$ cat src/hdl/break_match_pkg.sv
// Constants shared by the breakpoint logic: register offsets, bit positions and reset values.
// Assumes a 32-bit AXI4-Lite register bus with one register per aligned word.
package break_match_pkg;
  localparam int ADDR_W = 16;
  localparam int AXI_AW = 16;
  // Printed offsets are not all multiples of four, so they are indices; byte address is four times the index.
  localparam logic [15:0] IDX_SYS_BREAK_STATUS  = 16'hFE00;
  localparam logic [15:0] IDX_SYS_BREAK_FLAG    = 16'hFE03;
  localparam logic [15:0] IDX_BREAK_ADDR_HIGH   = 16'hFE0C;
  localparam logic [15:0] IDX_BREAK_ADDR_LOW    = 16'hFE0D;
  localparam logic [15:0] IDX_BREAK_CTRL_STATUS = 16'hFE0E;
  localparam logic [15:0] IDX_IRQ_STATUS        = 16'hFE10;
  localparam logic [15:0] IDX_IRQ_MASK          = 16'hFE11;
  localparam int BIT_MATCH_ENABLE = 7;
  localparam int BIT_ACTIVE       = 6;
  localparam int BIT_WAIT_FLAG    = 1;
  localparam int BIT_FIXED_ONE    = 4;
  localparam int BIT_CLEAR_ENABLE = 7;
  localparam int IRQ_W            = 2;
  localparam int IRQ_MATCH        = 0;
  localparam int IRQ_WAKE         = 1;
  localparam logic [7:0]  STATUS_FIXED  = 8'h10;
  localparam logic [7:0]  RESET_BYTE    = 8'h00;
  localparam logic [1:0]  RESP_OKAY     = 2'h0;
  localparam logic [1:0]  RESP_SLVERR   = 2'h2;
  typedef enum logic [1:0] {
    BRK_IDLE  = 2'b00,
    BRK_TAKEN = 2'b01,
    BRK_HELD  = 2'b11
  } brk_state_e;
  function automatic logic [15:0] byte_addr(input logic [15:0] idx);
    byte_addr = {idx[13:0], 2'b00};
  endfunction
endpackage

$ cat src/hdl/addr_comparator.sv
// Registered 16-bit equality compare of the CPU program address with the break address.
// Assumes the address and its qualifier are synchronous to clock.
`timescale 1ns/1ns
`default_nettype none
module addr_comparator #(
  parameter int WIDTH = 16
) (
  input  wire logic             clock,
  input  wire logic             resetn,
  input  wire logic [WIDTH-1:0] cpu_addr,
  input  wire logic             cpu_addr_valid,
  input  wire logic [WIDTH-1:0] break_addr,
  input  wire logic             enable,
  output logic                  hit
);
  wire equal_now = cpu_addr_valid && enable && (cpu_addr == break_addr);
  always_ff @(posedge clock or negedge resetn) begin
    if (!resetn) begin
      hit <= 1'b0;
    end else begin
      hit <= equal_now;
    end
  end
endmodule
`default_nettype wire

$ cat src/hdl/axil_wr_capture.sv
// Captures AXI4-Lite write address and data in either order and presents one write when both are held.
// Assumes the master keeps each valid high until it is taken.
`timescale 1ns/1ns
`default_nettype none
module axil_wr_capture #(
  parameter int AW = 16
) (
  input  wire logic          clock,
  input  wire logic          resetn,
  input  wire logic [AW-1:0] awaddr,
  input  wire logic          awvalid,
  output logic               awready,
  input  wire logic [31:0]   wdata,
  input  wire logic [3:0]    wstrb,
  input  wire logic          wvalid,
  output logic               wready,
  input  wire logic          done,
  output logic               pending,
  output logic [AW-1:0]      addr,
  output logic [31:0]        data,
  output logic [3:0]         strb
);
  logic have_a;
  logic have_d;
  // Each ready comes from a flip-flop that holds the inverse of the next held state.
  // Nothing is captured unless its ready is high, so no item is taken twice.
  wire next_have_a = !done && (have_a || (awvalid && awready));
  wire next_have_d = !done && (have_d || (wvalid && wready));
  assign pending = have_a && have_d;
  always_ff @(posedge clock or negedge resetn) begin
    if (!resetn) begin
      awready <= 1'b0;
      wready  <= 1'b0;
    end else begin
      awready <= !next_have_a;
      wready  <= !next_have_d;
    end
  end
  always_ff @(posedge clock or negedge resetn) begin
    if (!resetn) begin
      have_a <= 1'b0;
      have_d <= 1'b0;
      addr   <= '0;
      data   <= '0;
      strb   <= '0;
    end else if (done) begin
      have_a <= 1'b0;
      have_d <= 1'b0;
    end else begin
      if (awvalid && awready) begin
        have_a <= 1'b1;
        addr   <= awaddr;
      end
      if (wvalid && wready) begin
        have_d <= 1'b1;
        data   <= wdata;
        strb   <= wstrb;
      end
    end
  end
endmodule
`default_nettype wire

$ cat src/hdl/break_address_match.sv
// Breakpoint logic beside the CPU core, with its registers behind an AXI4-Lite slave.
// Assumes the CPU address, mode flags and return strobe are synchronous to clock.
`timescale 1ns/1ns
`default_nettype none
module break_address_match
  import break_match_pkg::*;
(
  input  wire logic                         clock,
  input  wire logic                         resetn,
  input  wire logic [break_match_pkg::AXI_AW-1:0] s_axi_awaddr,
  input  wire logic                         s_axi_awvalid,
  output logic                              s_axi_awready,
  input  wire logic [31:0]                  s_axi_wdata,
  input  wire logic [3:0]                   s_axi_wstrb,
  input  wire logic                         s_axi_wvalid,
  output logic                              s_axi_wready,
  output logic [1:0]                        s_axi_bresp,
  output logic                              s_axi_bvalid,
  input  wire logic                         s_axi_bready,
  input  wire logic [break_match_pkg::AXI_AW-1:0] s_axi_araddr,
  input  wire logic                         s_axi_arvalid,
  output logic                              s_axi_arready,
  output logic [31:0]                       s_axi_rdata,
  output logic [1:0]                        s_axi_rresp,
  output logic                              s_axi_rvalid,
  input  wire logic                         s_axi_rready,
  input  wire logic [break_match_pkg::ADDR_W-1:0] cpu_addr,
  input  wire logic                         cpu_addr_valid,
  input  wire logic                         cpu_return_from_interrupt,
  input  wire logic                         cpu_in_wait,
  input  wire logic                         cpu_in_stop,
  input  wire logic                         test_high_voltage,
  output logic                              break_request,
  output logic                              timer_freeze,
  output logic                              watchdog_disable,
  output logic                              status_clear_allowed,
  output logic                              wake_request,
  output logic                              irq
);
  brk_state_e state;
  brk_state_e next_state;
  logic [7:0] break_addr_high;
  logic [7:0] break_addr_low;
  logic       break_match_enable;
  logic       break_active;
  logic       break_wait_flag;
  logic       status_clear_in_break_enable;
  logic [IRQ_W-1:0] irq_status;
  logic [IRQ_W-1:0] irq_mask;
  logic       match_hit;
  logic       wr_pending;
  logic [AXI_AW-1:0] wr_addr;
  logic [31:0] wr_data;
  logic [3:0]  wr_strb;
  logic        wr_done;

  // The comparator does not look at the wait or stop inputs, so it keeps running in wait mode.
  addr_comparator #(.WIDTH(ADDR_W)) u_cmp (
    .clock          (clock),
    .resetn         (resetn),
    .cpu_addr       (cpu_addr),
    .cpu_addr_valid (cpu_addr_valid),
    .break_addr     ({break_addr_high, break_addr_low}),
    .enable         (break_match_enable),
    .hit            (match_hit)
  );

  axil_wr_capture #(.AW(AXI_AW)) u_wr (
    .clock   (clock),
    .resetn  (resetn),
    .awaddr  (s_axi_awaddr),
    .awvalid (s_axi_awvalid),
    .awready (s_axi_awready),
    .wdata   (s_axi_wdata),
    .wstrb   (s_axi_wstrb),
    .wvalid  (s_axi_wvalid),
    .wready  (s_axi_wready),
    .done    (wr_done),
    .pending (wr_pending),
    .addr    (wr_addr),
    .data    (wr_data),
    .strb    (wr_strb)
  );

  // One list of mapped registers serves both the write and the read response.
  function automatic logic is_mapped(input logic [AXI_AW-1:0] a);
    is_mapped = (a == byte_addr(IDX_BREAK_CTRL_STATUS)) || (a == byte_addr(IDX_BREAK_ADDR_HIGH))
             || (a == byte_addr(IDX_BREAK_ADDR_LOW)) || (a == byte_addr(IDX_SYS_BREAK_STATUS))
             || (a == byte_addr(IDX_SYS_BREAK_FLAG)) || (a == byte_addr(IDX_IRQ_STATUS))
             || (a == byte_addr(IDX_IRQ_MASK));
  endfunction

  // Write decode; only byte lane 0 carries register data.
  // A held write waits while its response is unanswered, so only one response is ever outstanding.
  wire wr_fire  = wr_pending && !s_axi_bvalid;
  wire wr_lane0 = wr_fire && wr_strb[0];
  wire [7:0] wb = wr_data[7:0];
  wire wr_ctrl  = wr_lane0 && (wr_addr == byte_addr(IDX_BREAK_CTRL_STATUS));
  wire wr_high  = wr_lane0 && (wr_addr == byte_addr(IDX_BREAK_ADDR_HIGH));
  wire wr_low   = wr_lane0 && (wr_addr == byte_addr(IDX_BREAK_ADDR_LOW));
  wire wr_stat  = wr_lane0 && (wr_addr == byte_addr(IDX_SYS_BREAK_STATUS));
  wire wr_flag  = wr_lane0 && (wr_addr == byte_addr(IDX_SYS_BREAK_FLAG));
  wire wr_istat = wr_lane0 && (wr_addr == byte_addr(IDX_IRQ_STATUS));
  wire wr_imask = wr_lane0 && (wr_addr == byte_addr(IDX_IRQ_MASK));
  wire wr_known = is_mapped(wr_addr);
  assign wr_done = wr_fire;

  // A software write of one to the active bit raises a break like a match does.
  wire sw_break   = wr_ctrl && wb[BIT_ACTIVE];
  wire break_evt  = match_hit || sw_break;
  // A break while waiting or stopped is the wake-up that the wait flag records.
  wire wake_evt   = break_evt && (cpu_in_wait || cpu_in_stop);

  // Break state machine: a request is issued, then held until the return from interrupt.
  always_comb begin
    next_state = state;
    case (state)
      BRK_IDLE: begin
        if (break_evt) begin
          next_state = BRK_TAKEN;
        end
      end
      BRK_TAKEN: begin
        next_state = BRK_HELD;
      end
      BRK_HELD: begin
        if (cpu_return_from_interrupt) begin
          next_state = BRK_IDLE;
        end
      end
      default: begin
        next_state = BRK_IDLE;
      end
    endcase
  end

  always_ff @(posedge clock or negedge resetn) begin
    if (!resetn) begin
      state <= BRK_IDLE;
    end else begin
      state <= next_state;
    end
  end

  // Control register: enable is plain read/write; active is set by hardware, cleared by writing zero.
  always_ff @(posedge clock or negedge resetn) begin
    if (!resetn) begin
      break_match_enable <= 1'b0;
    end else if (wr_ctrl) begin
      break_match_enable <= wb[BIT_MATCH_ENABLE];
    end
  end

  // A break event wins over a clearing write in the same cycle.
  always_ff @(posedge clock or negedge resetn) begin
    if (!resetn) begin
      break_active <= 1'b0;
    end else if (break_evt) begin
      break_active <= 1'b1;
    end else if (wr_ctrl) begin
      break_active <= wb[BIT_ACTIVE];
    end
  end

  always_ff @(posedge clock or negedge resetn) begin
    if (!resetn) begin
      break_addr_high <= RESET_BYTE;
    end else if (wr_high) begin
      break_addr_high <= wb;
    end
  end

  always_ff @(posedge clock or negedge resetn) begin
    if (!resetn) begin
      break_addr_low <= RESET_BYTE;
    end else if (wr_low) begin
      break_addr_low <= wb;
    end
  end

  // Wait flag: set wins over a clearing write in the same cycle; writing one leaves it alone.
  always_ff @(posedge clock or negedge resetn) begin
    if (!resetn) begin
      break_wait_flag <= 1'b0;
    end else if (wake_evt) begin
      break_wait_flag <= 1'b1;
    end else if (wr_stat && !wb[BIT_WAIT_FLAG]) begin
      break_wait_flag <= 1'b0;
    end
  end

  always_ff @(posedge clock or negedge resetn) begin
    if (!resetn) begin
      status_clear_in_break_enable <= 1'b0;
    end else if (wr_flag) begin
      status_clear_in_break_enable <= wb[BIT_CLEAR_ENABLE];
    end
  end

  // Interrupt status is sticky and cleared by writing one; a new event wins over the clear.
  wire [IRQ_W-1:0] irq_evt = {wake_evt, match_hit};
  always_ff @(posedge clock or negedge resetn) begin
    if (!resetn) begin
      irq_status <= '0;
    end else begin
      irq_status <= irq_evt | (irq_status & ~(wr_istat ? wb[IRQ_W-1:0] : '0));
    end
  end

  always_ff @(posedge clock or negedge resetn) begin
    if (!resetn) begin
      irq_mask <= '0;
    end else if (wr_imask) begin
      irq_mask <= wb[IRQ_W-1:0];
    end
  end

  // Side-band outputs, each from a flip-flop of its own so that every output of the block is registered.
  wire in_break = (next_state != BRK_IDLE);

  // The CPU decides when to take the request: at the end of the current instruction or at once.
  always_ff @(posedge clock or negedge resetn) begin
    if (!resetn) begin
      break_request <= 1'b0;
    end else begin
      break_request <= (next_state == BRK_TAKEN);
    end
  end

  always_ff @(posedge clock or negedge resetn) begin
    if (!resetn) begin
      timer_freeze <= 1'b0;
    end else begin
      timer_freeze <= in_break;
    end
  end

  always_ff @(posedge clock or negedge resetn) begin
    if (!resetn) begin
      watchdog_disable <= 1'b0;
    end else begin
      watchdog_disable <= in_break && test_high_voltage;
    end
  end

  always_ff @(posedge clock or negedge resetn) begin
    if (!resetn) begin
      status_clear_allowed <= 1'b0;
    end else begin
      status_clear_allowed <= !in_break || status_clear_in_break_enable;
    end
  end

  always_ff @(posedge clock or negedge resetn) begin
    if (!resetn) begin
      wake_request <= 1'b0;
    end else begin
      wake_request <= wake_evt && cpu_in_stop;
    end
  end

  always_ff @(posedge clock or negedge resetn) begin
    if (!resetn) begin
      irq <= 1'b0;
    end else begin
      irq <= |(irq_status & irq_mask);
    end
  end

  // Read path. Unmapped addresses read zero and answer SLVERR,
  // so software can tell a wrong offset from a cleared register.
  wire [15:0] ra = s_axi_araddr;
  wire [7:0] rd_ctrl = {break_match_enable, break_active, 6'h00};
  wire [7:0] rd_stat = STATUS_FIXED | {6'h00, break_wait_flag, 1'b0};
  wire [7:0] rd_flag = {status_clear_in_break_enable, 7'h00};
  wire rd_known;
  wire [7:0] rd_byte;
  assign rd_byte = (ra == byte_addr(IDX_BREAK_CTRL_STATUS)) ? rd_ctrl :
                   (ra == byte_addr(IDX_BREAK_ADDR_HIGH))   ? break_addr_high :
                   (ra == byte_addr(IDX_BREAK_ADDR_LOW))    ? break_addr_low :
                   (ra == byte_addr(IDX_SYS_BREAK_STATUS))  ? rd_stat :
                   (ra == byte_addr(IDX_SYS_BREAK_FLAG))    ? rd_flag :
                   (ra == byte_addr(IDX_IRQ_STATUS))        ? {6'h00, irq_status} :
                   (ra == byte_addr(IDX_IRQ_MASK))          ? {6'h00, irq_mask} : 8'h00;
  assign rd_known = is_mapped(ra);
  wire rd_take = s_axi_arvalid && s_axi_arready;

  // Read responses are one at a time: arready drops while a read data beat waits.
  always_ff @(posedge clock or negedge resetn) begin
    if (!resetn) begin
      s_axi_arready <= 1'b0;
    end else begin
      s_axi_arready <= !s_axi_rvalid && !rd_take;
    end
  end

  always_ff @(posedge clock or negedge resetn) begin
    if (!resetn) begin
      s_axi_rvalid <= 1'b0;
      s_axi_rdata  <= '0;
      s_axi_rresp  <= RESP_OKAY;
    end else if (rd_take) begin
      s_axi_rvalid <= 1'b1;
      s_axi_rdata  <= {24'h000000, rd_byte};
      s_axi_rresp  <= rd_known ? RESP_OKAY : RESP_SLVERR;
    end else if (s_axi_rvalid && s_axi_rready) begin
      s_axi_rvalid <= 1'b0;
    end
  end

  always_ff @(posedge clock or negedge resetn) begin
    if (!resetn) begin
      s_axi_bvalid <= 1'b0;
      s_axi_bresp  <= RESP_OKAY;
    end else begin
      if (wr_fire) begin
        s_axi_bvalid <= 1'b1;
        s_axi_bresp  <= wr_known ? RESP_OKAY : RESP_SLVERR;
      end else if (s_axi_bvalid && s_axi_bready) begin
        s_axi_bvalid <= 1'b0;
      end
    end
  end
endmodule
`default_nettype wire

$ cat config.mk
export PLATFORM = sky130hd
export DESIGN_NAME = break_address_match
export DESIGN_NICKNAME = d
export VERILOG_FILES = /design/src/hdl/break_match_pkg.sv /design/src/hdl/addr_comparator.sv /design/src/hdl/axil_wr_capture.sv /design/src/hdl/break_address_match.sv
export SDC_FILE = /design/constraint.sdc
export NUM_CORES = 1
export LEC_CHECK = 0
export ABC_AREA = 1
export BUFFER_PORTS_ARGS = -buffer_cell sky130_fd_sc_hd__buf_2
export CAP_MARGIN = 5
export CORE_UTILIZATION = 50
export DETAILED_ROUTE_END_ITERATION = 8
export GPL_ROUTABILITY_DRIVEN = 0
export PLACE_DENSITY = 0.81
export SLEW_MARGIN = 10
export SYNTH_ARGS = -nofsm -noshare
export SYNTH_HDL_FRONTEND = slang
export SYNTH_SLANG_ARGS = --single-unit
$ cat constraint.sdc
create_clock -name clock -period 2.1 [get_ports clock]
set_clock_uncertainty 0.2 [all_clocks]
set_input_delay 0.21 -clock clock [delete_from_list [all_inputs] [get_ports clock]]
set_output_delay 0.21 -clock clock [all_outputs]
set_load 0.05 [all_outputs]
==> run summary <==
The run finished with clean final reports. The number of buffers added by the clock tree synthesis step came out at 9. The number of I/O port buffers came out at 89. Setup repair after global routing left no endpoint under its margin.

In this run the power density over the cells is 927 mW/mm^2. The gate count after technology mapping came out at ~460. The sum of overflow across all layers after global routing is 0. Using the TritonRoute via totals, the vias-per-cell ratio works out to 4.88.

For this run, the top clock speed supported by timing is ~520 MHz. The first global-routing pass estimated around 15 mm of wire. The height of the die came out at 90.4 um. The largest buffer count on any clock path is 2.

The remaining design rule violation count is 0. The quantity of gates resized following cts is 0. The overall routing resource usage is between 20% and 30%.

The number of setup buffers added after CTS came out at 0. In this run the remaining antenna-violating nets after routing total 0. The width of the chip is 90.4 um. The number of antenna violations at the first check in global routing came to 0. Entering global routing, the biggest net connects 29 pins. The arrival time of the worst setup path came out at 1.95 ns.

The critical setup path kind is flop to flop. The fraction of final layout cells sized beyond drive strength 1 is 25.7%. The number of global-route vias before repair was 3,232.

The net count of the finished layout came out at 690. The full die area came out at 0.00816 mm^2. For this block, the routed nets add up to 8.61 mm of wire. The first detailed-routing pass took 4 iterations. The final number of setup-violating endpoints is 0. Measured on the finished design, the core utilization comes to 66.5%. The critical path endpoint category is a flop. The peak supply drop is ~0.77 mV.

The area added between synthesis and finish is 26.2%. The I/O pin total came out at 143. The count of distinct cell types in the synthesized netlist is 38. The global routing stage identified its most utilized layer as met2. Leaving out fill and tap cells, the most frequent cells in the layout are sky130_fd_sc_hd__nand2_1 (145), sky130_fd_sc_hd__buf_2 (89), sky130_fd_sc_hd__dfrtp_1 (75). For the pin with the worst max-slew slack, the measured transition is 0.678 ns.

Global routing used around 38% of the available met2 tracks. The row count is 31. The count of pins over their slew limit is 0. The final cell count without fillers is around 700. The worst slew margin relative to its limit is about 55%. The final HPWL from detailed placement came out at 6.03 mm. The clock sink count came out at 75. The number of endpoints with negative hold slack in the final report is 0. The insertion delay of the later-clocked pin in the worst-skew pair came out at 0.34 ns. The H-tree was split into 3 levels. The detailed-route via count is ~3,400.

After detailed routing, the average wire length per cell comes to 12.3 um. Max-cap violations in this run came to 0. The shortest period the worst path allows is 1.92 ns. The average cell area after synthesis is 8.43 um^2. The number of diodes is 0.

During synthesis, Yosys emitted a total of 0 warnings. In this run the clock root is driven by a sky130_fd_sc_hd__clkbuf_8. The element type at the critical path start is a flop.

The met3 routing resource usage after global routing is approximately 6.2%. The largest fanout on the critical path came out at 16. For this design the static power due to leakage is 2.59 nW. The global-route track usage on met1 came out at 28.9%.

The synthesized netlist occupies a cell area of 0.00390 mm^2. The required time reported for the critical path endpoint is roughly 2.1 ns. In this run the cell area measured after placement is 0.00438 mm^2.

Of the available clock period, the critical path in the final layout requires 91.3%. The power consumption is 4.57 mW. The flip-flop and latch count after synthesis came out at 75. The sequential element share of the synthesized area came out at about half.

The final instance area is 0.00493 mm^2. For this configuration, the core starts out at a cell density of 52.7%. The clock-pin slew on the worst setup and hold paths is 0.07 ns. The count of placed standard cells including taps came out at 648. TritonCTS built the clock tree. The region available for standard cell placement spans 0.00741 mm^2. The total negative slack is 0 ns. The detailed router finished its first iteration with ~230 violations. The most common cell after layout, fill and taps aside is sky130_fd_sc_hd__nand2_1. The worst hold path belongs to the class input pin to flop.
power by group:
group          internal, mW  leakage, nW  switching (mW)
logic                 0.398         1.52            1.06
clock network         0.649        0.104           0.501
registers              1.76        0.972           0.194
total                  2.81         2.59            1.75
final timing paths:
check                                from                 end  slack (ns)  cells past startpoint
max in group asynchronous          resetn        u_wr.data[4]        0.84                      3
min in group asynchronous          resetn      s_axi_rdata[7]        0.23                      2
setup reg to reg             u_wr.addr[9]  break_addr_high[0]        0.18                      6
hold reg to reg              s_axi_rvalid       s_axi_arready        0.24                      1
setup / recovery             u_wr.addr[9]  break_addr_high[0]        0.18                      6
hold / removal             cpu_addr_valid           u_cmp.hit        0.05                      5
synth_stat cells:
library cell	count	area [um^2]
sky130_fd_sc_hd__inv_2	5	18.8
sky130_fd_sc_hd__a221oi_1	2	17.5
sky130_fd_sc_hd__xnor2_1	2	17.5
sky130_fd_sc_hd__a21o_1	1	7.51
sky130_fd_sc_hd__conb_1	1	3.75
sky130_fd_sc_hd__buf_4	27	203
sky130_fd_sc_hd__a31oi_1	1	6.26
sky130_fd_sc_hd__nor4_1	1	6.26
sky130_fd_sc_hd__o21ai_2	16	140
sky130_fd_sc_hd__buf_2	1	5.00
sky130_fd_sc_hd__o211ai_2	1	12.5
sky130_fd_sc_hd__dfrtp_1	75	1880
sky130_fd_sc_hd__nor2_1	24	90.1
sky130_fd_sc_hd__o21ai_0	23	115
sky130_fd_sc_hd__o211ai_1	1	7.51
sky130_fd_sc_hd__nor3_2	1	10.0
sky130_fd_sc_hd__o22ai_1	3	18.8
sky130_fd_sc_hd__o31ai_1	1	7.51
sky130_fd_sc_hd__a21boi_1	1	7.51
sky130_fd_sc_hd__nand3b_1	3	22.5
sky130_fd_sc_hd__o21ai_1	5	25.0
sky130_fd_sc_hd__nor2_8	1	20.0
sky130_fd_sc_hd__nor3_1	3	15.0
sky130_fd_sc_hd__nand4_4	2	42.5
sky130_fd_sc_hd__clkbuf_1	3	11.3
sky130_fd_sc_hd__xor2_1	4	35.0
sky130_fd_sc_hd__nand4_1	12	75.1
sky130_fd_sc_hd__nor2_2	5	31.3
sky130_fd_sc_hd__nand2_2	4	25.0
sky130_fd_sc_hd__nor2_4	5	56.3
sky130_fd_sc_hd__nand3_4	1	17.5
sky130_fd_sc_hd__inv_1	41	154
sky130_fd_sc_hd__nand3_1	29	145
sky130_fd_sc_hd__nand2_1	145	544
sky130_fd_sc_hd__a21oi_1	5	25.0
sky130_fd_sc_hd__buf_6	4	45.0
sky130_fd_sc_hd__nand4_2	1	12.5
sky130_fd_sc_hd__nand3_2	3	30.0
stage by stage:
step | hold slack (ns) | setup WS (ns)
finish | 0.0511 | 0.182
detailed placement | 0.0845 | 0.219
CTS | 0.0264 | 0.205
floorplan | -0.286 | 0.306
global placement | 0.0773 | 0.310
global route | 0.0627 | 0.0979
cell type report:
class	instances	area [um^2]
Clock buffer	15	176
Clock inverter	1	30.0
Fill cell	620	2480
Inverter	46	173
Multi-Input combinational cell	332	1680
Sequential cell	75	1880
Tap cell	99	124
Timing Repair Buffer	130	863
critical path, stage by stage (launching register included):
cell                      delay (ns)
sky130_fd_sc_hd__dfrtp_1        0.38
sky130_fd_sc_hd__nor2_1         0.11
sky130_fd_sc_hd__nand3_1        0.13
sky130_fd_sc_hd__nor2_4         0.33
sky130_fd_sc_hd__nand4_4        0.36
sky130_fd_sc_hd__nand2_1        0.22
sky130_fd_sc_hd__o21ai_2        0.08
per-layer routing:
metal / routed length, um / vias to the layer above
li1: - / 1704
met1: 3870 / 1565
met2: 4160 / 123
met3: 471 / 14
met4: 106 / 0
met5: 0 / -
cells by family after synthesis:
kind of cell / Yosys count / synth area share, %
AND/OR/NAND/NOR: 240 / 29.3
AO/OA/AOI/OAI: 60 / 10.0
flip-flops: 75 / 48.1
buffers and inverters: 81 / 11.2
XOR/XNOR: 6 / 1.35
other: 1 / 0.0961
registers in the layout, indices dropped and copies added (netlist names), 2 cells and up:
signal	cells
state	2
u_wr.addr	16
break_addr_high	8
break_addr_low	8
u_wr.data	8
irq_status	2
s_axi_rdata	8
irq_mask	2
what timing repair did:
action | in CTS | in global routing
hold buffers | 34 | 0
setup endpoints to repair | 0 | 0
hold endpoints to repair | 59 | 0
(Power assumes the default switching activity.)
